===== src/design/rmvs_pkg.sv =====
package rmvs_pkg;
	localparam int NUM_REG = 8;
	localparam int NUM_PIN = 4;
	localparam int SYNC_STAGES = 2;
	localparam logic [7:0] ZERO_MAP = 8'h00;
	localparam logic [7:0] ALL_OFF_MAP = 8'hFF;
	// one regulator's resolved state
	typedef enum logic [1:0] {RMVS_OFF, RMVS_ON, RMVS_ECO} rmvs_mode_t;
	// device state for the sleep decision
	typedef enum logic {RMVS_ACTIVE, RMVS_SLEEP} rmvs_state_t;
	// power-up strap capture sequence
	typedef enum logic [1:0] {RMVS_CFG_IDLE, RMVS_CFG_SAMPLE, RMVS_CFG_RUN} rmvs_cfg_t;
endpackage : rmvs_pkg


===== src/design/rmvs_sync_if.sv =====
`timescale 1ns/100ps
interface rmvs_sync_if;
	logic [6:0] raw;
	logic [6:0] synced;
	modport src (output raw, input synced);
	modport dst (input raw, output synced);
endinterface : rmvs_sync_if


===== src/design/rmvs_sync.sv =====
`timescale 1ns/100ps
module rmvs_sync
	import rmvs_pkg::*;
(
	input wire logic clk, // system clock
	input wire logic rstn, // synchronous reset, active low
	rmvs_sync_if.dst sif // raw pins in, synced levels out
);
	logic [6:0] stage1;
	logic [6:0] stage2;
	logic [6:0] next_stage1;
	logic [6:0] next_stage2;

	always_comb begin
		next_stage1 = sif.raw;
		next_stage2 = stage1;
	end

	always_ff @(posedge clk) begin
		if (!rstn) begin
			stage1 <= 7'h00;
			stage2 <= 7'h00;
		end else begin
			stage1 <= next_stage1;
			stage2 <= next_stage2;
		end
	end

	assign sif.synced = stage2;
endmodule : rmvs_sync


===== src/design/rmvs_top.sv =====
`timescale 1ns/100ps
module rmvs_top
	import rmvs_pkg::*;
(
	input wire logic clk, // 50 MHz system clock
	input wire logic rstn, // synchronous reset, active low
	input wire logic config_state, // device is in CONFIG state
	input wire logic pin_function_strap, // 1: enable pins, 0: select/request pins
	input wire logic otp_bank_strap, // OTP bank choice level
	input wire logic [3:0] res_enable_pin, // enable pins, or voltage-select pins
	input wire logic power_request_pin, // request pin for the first set
	input wire logic clock_request_pin_a, // request pin for the second set
	input wire logic clock_request_pin_b, // request pin for the third set
	input wire logic sleep_pin, // raw sleep input
	input wire logic sleep_pin_allow, // sleep pin enable bit
	input wire logic sleep_pin_polarity, // 1: sleep pin active high
	input wire logic irq_pending, // some unmasked interrupt pending
	input wire logic [7:0] assign_set0, // regulators on first pin
	input wire logic [7:0] assign_set1, // regulators on second pin
	input wire logic [7:0] assign_set2, // regulators on third pin
	input wire logic [7:0] assign_set3, // regulators on fourth pin
	input wire logic [7:0] sleep_keep_on, // keep regulator on in sleep
	input wire logic [7:0] sleep_off_sel, // switch regulator off in sleep
	input wire logic [7:0] sleep_volt_sel, // sleep voltage choice
	input wire logic [7:0] active_volt_sel, // voltage choice when active
	input wire logic [7:0] voltage_select_pin_map, // select pin for each of regulators 4 to 7, two bits each
	output logic [7:0] reg_on, // regulator enabled, full mode
	output logic [7:0] reg_eco, // regulator in low power mode
	output logic [7:0] reg_off, // regulator off
	output logic [7:0] reg_alt_volt, // 1: alternate, 0: primary setting
	output logic otp_bank_sel, // latched bank choice
	output logic otp_copy_pulse, // copy chosen bank to user registers
	output logic device_sleep // device in SLEEP state
);
	import rmvs_pkg::*;

	rmvs_sync_if sif ();
	// pins through the shared synchroniser; fourth enable pin handled below
	assign sif.raw = {sleep_pin, clock_request_pin_b, clock_request_pin_a,
		power_request_pin, res_enable_pin[2:0]};

	rmvs_sync u_sync (
		.clk(clk),
		.rstn(rstn),
		.sif(sif)
	);

	// fourth enable pin synchronised on its own
	logic en4_s1;
	logic en4_s2;
	logic next_en4_s1;
	logic next_en4_s2;

	// decode of one regulator's slot in a voltage-select pin map
	function automatic logic [1:0] rmvs_map_pin(input logic [7:0] map, input int idx);
		logic [1:0] res;
		res = 2'h0;
		// four bucks on their own pin; linear regulators pick from map
		if (idx < NUM_PIN) begin
			res = idx[1:0];
		end else begin
			res = map[(idx - NUM_PIN) * 2 +: 2];
		end
		return res;
	endfunction : rmvs_map_pin

	logic [3:0] en_pins;
	logic [2:0] req_pins;
	logic sleep_lvl;
	always_comb begin
		en_pins = {en4_s2, sif.synced[2:0]};
		req_pins = sif.synced[5:3];
		sleep_lvl = sif.synced[6];
	end

	// strap capture
	rmvs_cfg_t cfg_state;
	rmvs_cfg_t next_cfg_state;
	logic bank;
	logic next_bank;
	logic copy;
	logic next_copy;

	always_comb begin
		next_cfg_state = cfg_state;
		next_bank = bank;
		next_copy = 1'b0;
		case (cfg_state)
			RMVS_CFG_IDLE: begin
				if (config_state) begin
					next_cfg_state = RMVS_CFG_SAMPLE;
				end
			end
			RMVS_CFG_SAMPLE: begin
				next_bank = otp_bank_strap;
				next_copy = 1'b1;
				next_cfg_state = RMVS_CFG_RUN;
			end
			RMVS_CFG_RUN: begin
				if (config_state) begin
					next_cfg_state = RMVS_CFG_SAMPLE;
				end
			end
			default: begin
				next_cfg_state = RMVS_CFG_IDLE;
			end
		endcase
	end

	// sleep pin reads active, and sleep is allowed at all
	logic sleep_asserted;
	logic sleep_allowed;
	always_comb begin
		sleep_asserted = (sleep_lvl == sleep_pin_polarity);
		sleep_allowed = sleep_pin_allow && !irq_pending;
	end

	// device sleep state
	rmvs_state_t dev_state;
	rmvs_state_t next_dev_state;
	always_comb begin
		next_dev_state = dev_state;
		// sleep pin exists only with the strap high
		if (!pin_function_strap) begin
			next_dev_state = RMVS_ACTIVE;
		end else if (sleep_allowed) begin
			next_dev_state = sleep_asserted ? RMVS_SLEEP : RMVS_ACTIVE;
		end else begin
			next_dev_state = RMVS_ACTIVE;
		end
	end

	// per-regulator resolution
	logic [7:0] next_on;
	logic [7:0] next_eco;
	logic [7:0] next_off;
	logic [7:0] next_alt;
	logic [7:0] assigned;
	logic [7:0] pin_high;
	logic [7:0] sel_pin;
	logic [7:0] in_low;

	// mode of a regulator whose pin, or the device, reads low
	function automatic rmvs_mode_t rmvs_low_mode(input logic keep_on, input logic off_sel);
		rmvs_mode_t res;
		res = RMVS_ECO;
		if (keep_on) begin
			res = RMVS_ON;
		end else if (off_sel) begin
			res = RMVS_OFF;
		end else begin
			res = RMVS_ECO;
		end
		return res;
	endfunction : rmvs_low_mode

	genvar gi;
	generate
		// which pins a regulator listens to, and whether it reads low
		for (gi = 0; gi < NUM_REG; gi++) begin : g_pin
			always_comb begin
				sel_pin[gi] = en_pins[rmvs_map_pin(voltage_select_pin_map, gi)];
				if (pin_function_strap) begin
					assigned[gi] = assign_set0[gi] | assign_set1[gi]
						| assign_set2[gi] | assign_set3[gi];
					pin_high[gi] = (assign_set0[gi] & en_pins[0])
						| (assign_set1[gi] & en_pins[1])
						| (assign_set2[gi] & en_pins[2])
						| (assign_set3[gi] & en_pins[3]);
				end else begin
					// fourth set unused here; software keeps it zero
					assigned[gi] = assign_set0[gi] | assign_set1[gi] | assign_set2[gi];
					pin_high[gi] = (assign_set0[gi] & req_pins[0])
						| (assign_set1[gi] & req_pins[1])
						| (assign_set2[gi] & req_pins[2]);
				end
				if (assigned[gi]) begin
					in_low[gi] = !pin_high[gi];
				end else begin
					in_low[gi] = (dev_state == RMVS_SLEEP);
				end
			end
		end

		// mode from the low flag and the sleep bits; voltage from the select pin, or with the strap high from the low flag
		for (gi = 0; gi < NUM_REG; gi++) begin : g_reg
			always_comb begin
				rmvs_mode_t mode;
				mode = RMVS_ON;
				if (!in_low[gi]) begin
					mode = RMVS_ON;
				end else begin
					mode = rmvs_low_mode(sleep_keep_on[gi], sleep_off_sel[gi]);
				end
				next_on[gi] = (mode == RMVS_ON);
				next_eco[gi] = (mode == RMVS_ECO);
				next_off[gi] = (mode == RMVS_OFF);
				if (!pin_function_strap) begin
					next_alt[gi] = sel_pin[gi];
				end else if (in_low[gi]) begin
					next_alt[gi] = sleep_volt_sel[gi];
				end else begin
					next_alt[gi] = active_volt_sel[gi];
				end
			end
		end
	endgenerate

	// fourth enable pin: same two-stage synchroniser as the others
	always_comb begin
		next_en4_s1 = res_enable_pin[3];
		next_en4_s2 = en4_s1;
	end

	always_ff @(posedge clk) begin
		if (!rstn) begin
			en4_s1 <= 1'b0;
			en4_s2 <= 1'b0;
		end else begin
			en4_s1 <= next_en4_s1;
			en4_s2 <= next_en4_s2;
		end
	end

	// strap capture registers
	always_ff @(posedge clk) begin
		if (!rstn) begin
			cfg_state <= RMVS_CFG_IDLE;
			bank <= 1'b0;
			copy <= 1'b0;
		end else begin
			cfg_state <= next_cfg_state;
			bank <= next_bank;
			copy <= next_copy;
		end
	end

	// device state register
	always_ff @(posedge clk) begin
		if (!rstn) begin
			dev_state <= RMVS_ACTIVE;
		end else begin
			dev_state <= next_dev_state;
		end
	end

	// status outputs, each taken straight from a flip-flop
	logic next_bank_sel;
	logic next_copy_pulse;
	logic next_sleep_out;
	always_comb begin
		next_bank_sel = bank;
		next_copy_pulse = copy;
		next_sleep_out = (dev_state == RMVS_SLEEP);
	end

	always_ff @(posedge clk) begin
		if (!rstn) begin
			otp_bank_sel <= 1'b0;
			otp_copy_pulse <= 1'b0;
			device_sleep <= 1'b0;
		end else begin
			otp_bank_sel <= next_bank_sel;
			otp_copy_pulse <= next_copy_pulse;
			device_sleep <= next_sleep_out;
		end
	end

	// resolved regulator outputs; all off while in reset
	always_ff @(posedge clk) begin
		if (!rstn) begin
			reg_on <= ZERO_MAP;
			reg_eco <= ZERO_MAP;
			reg_off <= ALL_OFF_MAP;
			reg_alt_volt <= ZERO_MAP;
		end else begin
			reg_on <= next_on;
			reg_eco <= next_eco;
			reg_off <= next_off;
			reg_alt_volt <= next_alt;
		end
	end
endmodule : rmvs_top


===== config.mk =====
export PLATFORM = sky130hd
export DESIGN_NAME = rmvs_top
export DESIGN_NICKNAME = d
export VERILOG_FILES = /design/src/design/rmvs_pkg.sv /design/src/design/rmvs_sync_if.sv /design/src/design/rmvs_sync.sv /design/src/design/rmvs_top.sv
export SDC_FILE = /design/constraint.sdc
export NUM_CORES = 1
export LEC_CHECK = 0
export BUFFER_PORTS_ARGS = -buffer_cell sky130_fd_sc_hd__buf_4
export CAP_MARGIN = 5
export CORE_MARGIN = 2
export CORE_UTILIZATION = 46
export DETAILED_ROUTE_END_ITERATION = 7
export PLACE_DENSITY = 0.75
export RECOVER_POWER = 100
export SYNTH_ARGS = -nofsm -noshare
export SYNTH_HDL_FRONTEND = slang
export SYNTH_SLANG_ARGS = --single-unit

===== constraint.sdc =====
create_clock -name clk -period 1.6 [get_ports clk]
set_input_delay 0.24 -clock clk [delete_from_list [all_inputs] [get_ports clk]]
set_output_delay 0.24 -clock clk [all_outputs]
set_load 0.02 [all_outputs]

Word-level counts from Yosys, hierarchy flattened
Cells that the tools add are included.

operators by class
  multiply operators = 0
  equality and inequality tests = 20
  add/subtract/negate cells = 0
  div/mod/pow operators = 0
  reduce and logical (&&, ||, !) cells = 21
  multiplexer cells = 76
  shifts and indexed selects = 0
  $lt $le $gt $ge = 4
  bitwise gates (word level) = 120

operator list
  operator            count
  $or 1x1->1          64
  $and 1x1->1         56
  $mux 2              25
  $mux 1              46
  $eq 2x1->1 const B  9
  $eq 2x2->1 const B  9
  $logic_not 2->1     9
  $lt 2x3->1 const B  4
  $logic_not 1->1     9
  $bmux 1 s2          4
  $pmux 2 s2          1
  $reduce_and 3->1    1
  $ne 2x1->1 const B  1
  $reduce_or 2->1     1
  $eq 1x1->1          1
  $logic_and 1x1->1   1

word-level totals
  latch bits = 0
  memories = 0
  ROM bits = 0
  register bits after elaboration = 56
  output and inout port bits = 35
  bits in writable memories = 0
  bits of input ports = 88

Logic depth before layout (Yosys ltp)
  depth in word-level cells = 9
  mapped depth = 5

By module
A second synthesis with hierarchy kept.

second synthesis, totals
  cell total of the unflattened synthesis = 237
  area total of the unflattened synthesis = 2616.3 um2

by module, submodules not included
  module     instances  area each (um2)  cells an instance
  rmvs_top   1          2224.6           208
  rmvs_sync  1          391.6            29

Worst setup path before layout
No wires, ideal clock.

  path type = flip-flop to flip-flop
  start = register u_sync.stage2[1], in the netlist u_sync.sif.synced[1]
  end = register reg_alt_volt[6]
  arrival = 1.289 ns
  setup slack = 0.223 ns
  buffers on the path = 1
  library setup time = 0.088 ns
  stages on the path, launching flop included = 6
  required time = 1.512 ns
  path through = dfxtp_1 buf_6 a222oi_1 and3_1 o22ai_2 a311oi_2

between the ends
  cells in the longest elaborated chain, start to end = 9
  elaborated cells on any way between the ends = 11

RTL lines
  item                      line             text
  start: declaration        rmvs_sync.sv:10  logic [6:0] stage2;
  start signal: assignment  rmvs_sync.sv:25  stage2 <= next_stage2;
  $and 1x1->1               rmvs_top.sv:167  | (assign_set1[gi] & en_pins[1])
  $or 1x1->1                rmvs_top.sv:167
  $or 1x1->1                rmvs_top.sv:168  | (assign_set2[gi] & en_pins[2])
  $or 1x1->1                rmvs_top.sv:169  | (assign_set3[gi] & en_pins[3]);
  $mux 1                    rmvs_top.sv:163  if (pin_function_strap) begin
  $logic_not 1->1           rmvs_top.sv:178  in_low[gi] = !pin_high[gi];
  $mux 1                    rmvs_top.sv:177  if (assigned[gi]) begin
  $mux 1                    rmvs_top.sv:200  end else if (in_low[gi]) begin
  $mux 1 *                  rmvs_top.sv:198  if (!pin_function_strap) begin
  end signal: assignment    rmvs_top.sv:280  reg_alt_volt <= next_alt;
  end: declaration          rmvs_top.sv:30   output logic [7:0] reg_alt_volt,

Every way passes the cells marked *; elsewhere a longest branch is shown, timed or not. The select of a mux whose other input is x is not followed.
A chain may end at the register's enable or synchronous reset.

Worst setup path after layout
  start = register u_sync.stage2[2], in the netlist u_sync.sif.synced[2]
  end = register reg_alt_volt[4]

between the ends
  cells in the longest elaborated chain, start to end = 8
  elaborated cells on any way between the ends = 10

RTL lines
  item             line
  $and 1x1->1      rmvs_top.sv:168
  $or 1x1->1       rmvs_top.sv:168
  $or 1x1->1       rmvs_top.sv:169
  $mux 1           rmvs_top.sv:163
  $logic_not 1->1  rmvs_top.sv:178
  $mux 1           rmvs_top.sv:177
  $mux 1           rmvs_top.sv:200
  $mux 1 *         rmvs_top.sv:198

Marks and branches as above.

==> run metrics <==
Placed Area 0.003611 mm^2; root buffer cell clkbuf_8; final instance area roughly 0.0036 mm^2; FF-to-FF Start u_sync.sif.synced[2]; vias in the first global route around 2300; Static Leak around 1.5 nW; critical path's top delay family compound AO/OA/AOI/OAI gates; fill cell count 469; first-pass GRT wire length between 10 and 15 mm; TritonCTS clock tree yes; R2R Setup Slk a little over 0.09 ns; Max Slew Vio Count 0; height of the die around 79 um; Hold Crit Endpoint reg_eco[0]; crit start category flop; Post-DP HPWL roughly 5.2 mm; GR Overflow Total 0; Fin Setup TNS 0 ns; Slew @ Worst Pin about 0.81 ns; CTS H-tree lvls 2; num ports 123; fmax approximately 660 MHz; # rows 27; cell count after synthesis ~240; final non-filler cell total between 400 and 500; Min Clock Period, post-route between 1.5 and 2 ns; crit-path max cell delay roughly 0.37 ns; Inserted Clock Buffers 5; Buffers on Ports 122; initial antenna violation count 0; ant diodes 0; Critical Path Fanout Max 6; GPL Wtd Cong just under 0.8; Final Hold Viols 0; Final setup viols 0; Hold Path Depth 2; Max-cap violations 0; Post-Syn Nets approximately 330; # hold bufs at CTS 0; Sink Count 56; area grow syn2layout 39.87%; most used cell, CP buf_4; Vias/cell ~5.5; Worst-path clk slew 0.10 ns; slowest stage cell, crit path dfxtp_1; Power, Total about 3 mW; clk_skew 0.008057 ns; drt drc 0; fraction of layout cells with a size suffix above 1 just under 40%; Slew headroom 45.73%; Synth Register Bits 56; Synth Warn # 0; CP endpoint kind flop; Final Hold Slack a little under 0.09 ns; Post-Place Cells ~430; die width between 70 and 80 um; RSZ-0062 raised after global routing yes; status finished clean; pwr dens 816.9 mW/mm^2; Mapped Avg Cell Area 10.92 um^2; Initial Util a little under half; CP cell instances buf_4 > nand2_1 > and3_1 > buf_4 > o221a_1 > a311oi_1; Buf/Inv on CP 2; Via Count approximately 2400; sequential element share of the synthesized area a little over two fifths; worst-case clock buffer depth 2; TritonRoute pass-1 iters 7; wire length per cell ~16 um; Initial DRC Count ~150; Worst R2R Path Depth 6; Core Area about 0.0055 mm^2; nets 451; antenna-violating nets left 0; Unique masters post-synth 33; HP Class in2reg; r2r endpoint reg_alt_volt[4]; WS Path Type reg2reg; Total GRT Usage a little over a fifth; Worst VDD drop approximately 0.67 mV; Arrival @ worst endpoint roughly 1.7 ns; largest net degree at the start of global routing 50; worst path required time between 1.5 and 2 ns; Mapped Area about 0.0026 mm^2; die area 0.006266 mm^2; WL final about 6.9 mm; worst-skew pair later-pin latency just over 0.3 ns; Worst Min Path Start sleep_off_sel[0]; fin crit share ~94%
==> worst max-delay path by stage <==
stage	startpoint	endpoint	slack (ns)	depth (start not counted)
after floorplan	u_sync.sif.synced[1]	reg_alt_volt[6]	0.22	5
after global placement	en4_s2	reg_eco[2]	0.08	5
after detailed placement	en4_s2	reg_eco[3]	0.05	5
after CTS	en4_s2	reg_eco[2]	0.03	5
final	u_sync.sif.synced[2]	reg_alt_volt[4]	0.09	6
after global routing	en4_s2	reg_eco[3]	-0.01	5
==> through the flow <==
step	setup slack (ns)	utilization (%)
after floorplan	0.2225	-
after global placement	0.07860	65.98
after detailed placement	0.04978	65.98
after CTS	0.03010	67.74
after global routing	-0.01242	66.42
final	0.09150	66.42
==> cells by family after synthesis <==
family	after synthesis	synth area share, %
flops	56	43.14
simple gates	63	16.95
compound gates	81	29.32
buf+inv	32	5.825
mux	5	4.429
xor+xnor	1	0.3371
==> cells in the mapped netlist <==
cell	number	share of area, %
buf_2	3	0.58
a22o_1	8	2.7
clkbuf_1	11	1.6
a211oi_1	3	0.87
and3_1	8	1.9
a222oi_1	8	3.1
nand2_1	9	1.3
o31ai_1	8	2.3
a311oi_2	1	0.58
buf_6	3	1.3
dfxtp_1	56	43
xor2_1	1	0.34
a311oi_1	3	1.0
a2111o_1	8	3.5
o221a_1	7	3.0
mux2i_1	1	0.39
o22ai_2	6	2.9
o221a_2	1	0.43
nor2b_1	14	3.4
buf_1	1	0.14
nor2_1	2	0.29
and2_1	20	4.8
a211oi_2	9	4.3
o22ai_1	2	0.48
inv_1	12	1.7
nor4b_2	8	4.6
o21ai_0	8	1.5
clkbuf_2	1	0.19
clkbuf_4	1	0.29
nand4b_1	1	0.34
nor3b_1	1	0.29
o21a_1	9	2.6
mux4_1	4	4.0
==> layout make-up <==
type,count,area (um^2),share of cell area [%]
clock inverter,2,13.76,0.3787
multi-input combinational,150,1361,37.45
clock buffer,6,82.58,2.272
tap,72,90.09,2.478
inverter,12,45.04,1.239
sequential,56,1132,31.15
timing repair buffer,138,909.6,25.03
==> routing by layer <==
metal | part of all wire (%) | wire length, um | GRT usage (%) | up-vias
li1 | - | - | - | 1161
met1 | 40 | 2763 | 27.12 | 1108
met2 | 50 | 3440 | 37.71 | 108
met3 | 8.8 | 608 | 5.000 | 9
met4 | 1.4 | 100 | 7.586 | 0
met5 | 0 | 0 | 0 | -
==> state kept, by name, summed over array words and instances (netlist names) <==
name,flops
cfg_state,2
bank,1
en4_s2,1
reg_eco,8
en4_s1,1
reg_on,8
reg_off,8
device_sleep,1
dev_state,1
reg_alt_volt,8
u_sync.sif.synced,7
otp_bank_sel,1
u_sync.next_stage2,7
otp_copy_pulse,1
copy,1
==> cell usage in the layout, fill, tap and decap left out, types with 8 or more instances in the layout <==
cell type,netlist,layout
buf_4,0,100
a222oi_1,8,8
a22o_1,8,8
dfxtp_1,56,51
nand2_1,9,9
o31ai_1,8,8
clkbuf_1,11,35
and2_1,20,16
a211oi_2,9,9
inv_1,12,12
o21a_1,9,9
nor2b_1,14,14
a2111o_1,8,8
o21ai_0,8,8
==> power breakdown <==
part / switching [mW] / internal, mW / total, mW
combinational: 0.323 / 0.330 / 0.653
clock: 0.455 / 0.355 / 0.810
sequential: 0.0344 / 1.47 / 1.51
==> what timing repair did <==
action / 4_1_cts / 5_1_grt
endpoints found under the setup margin: 0 / 21
resized for setup: 0 / 15
endpoints found under the hold margin: 0 / 0
buffers inserted: 0 / 1
No activity file was read; power rests on OpenSTA's default activity.
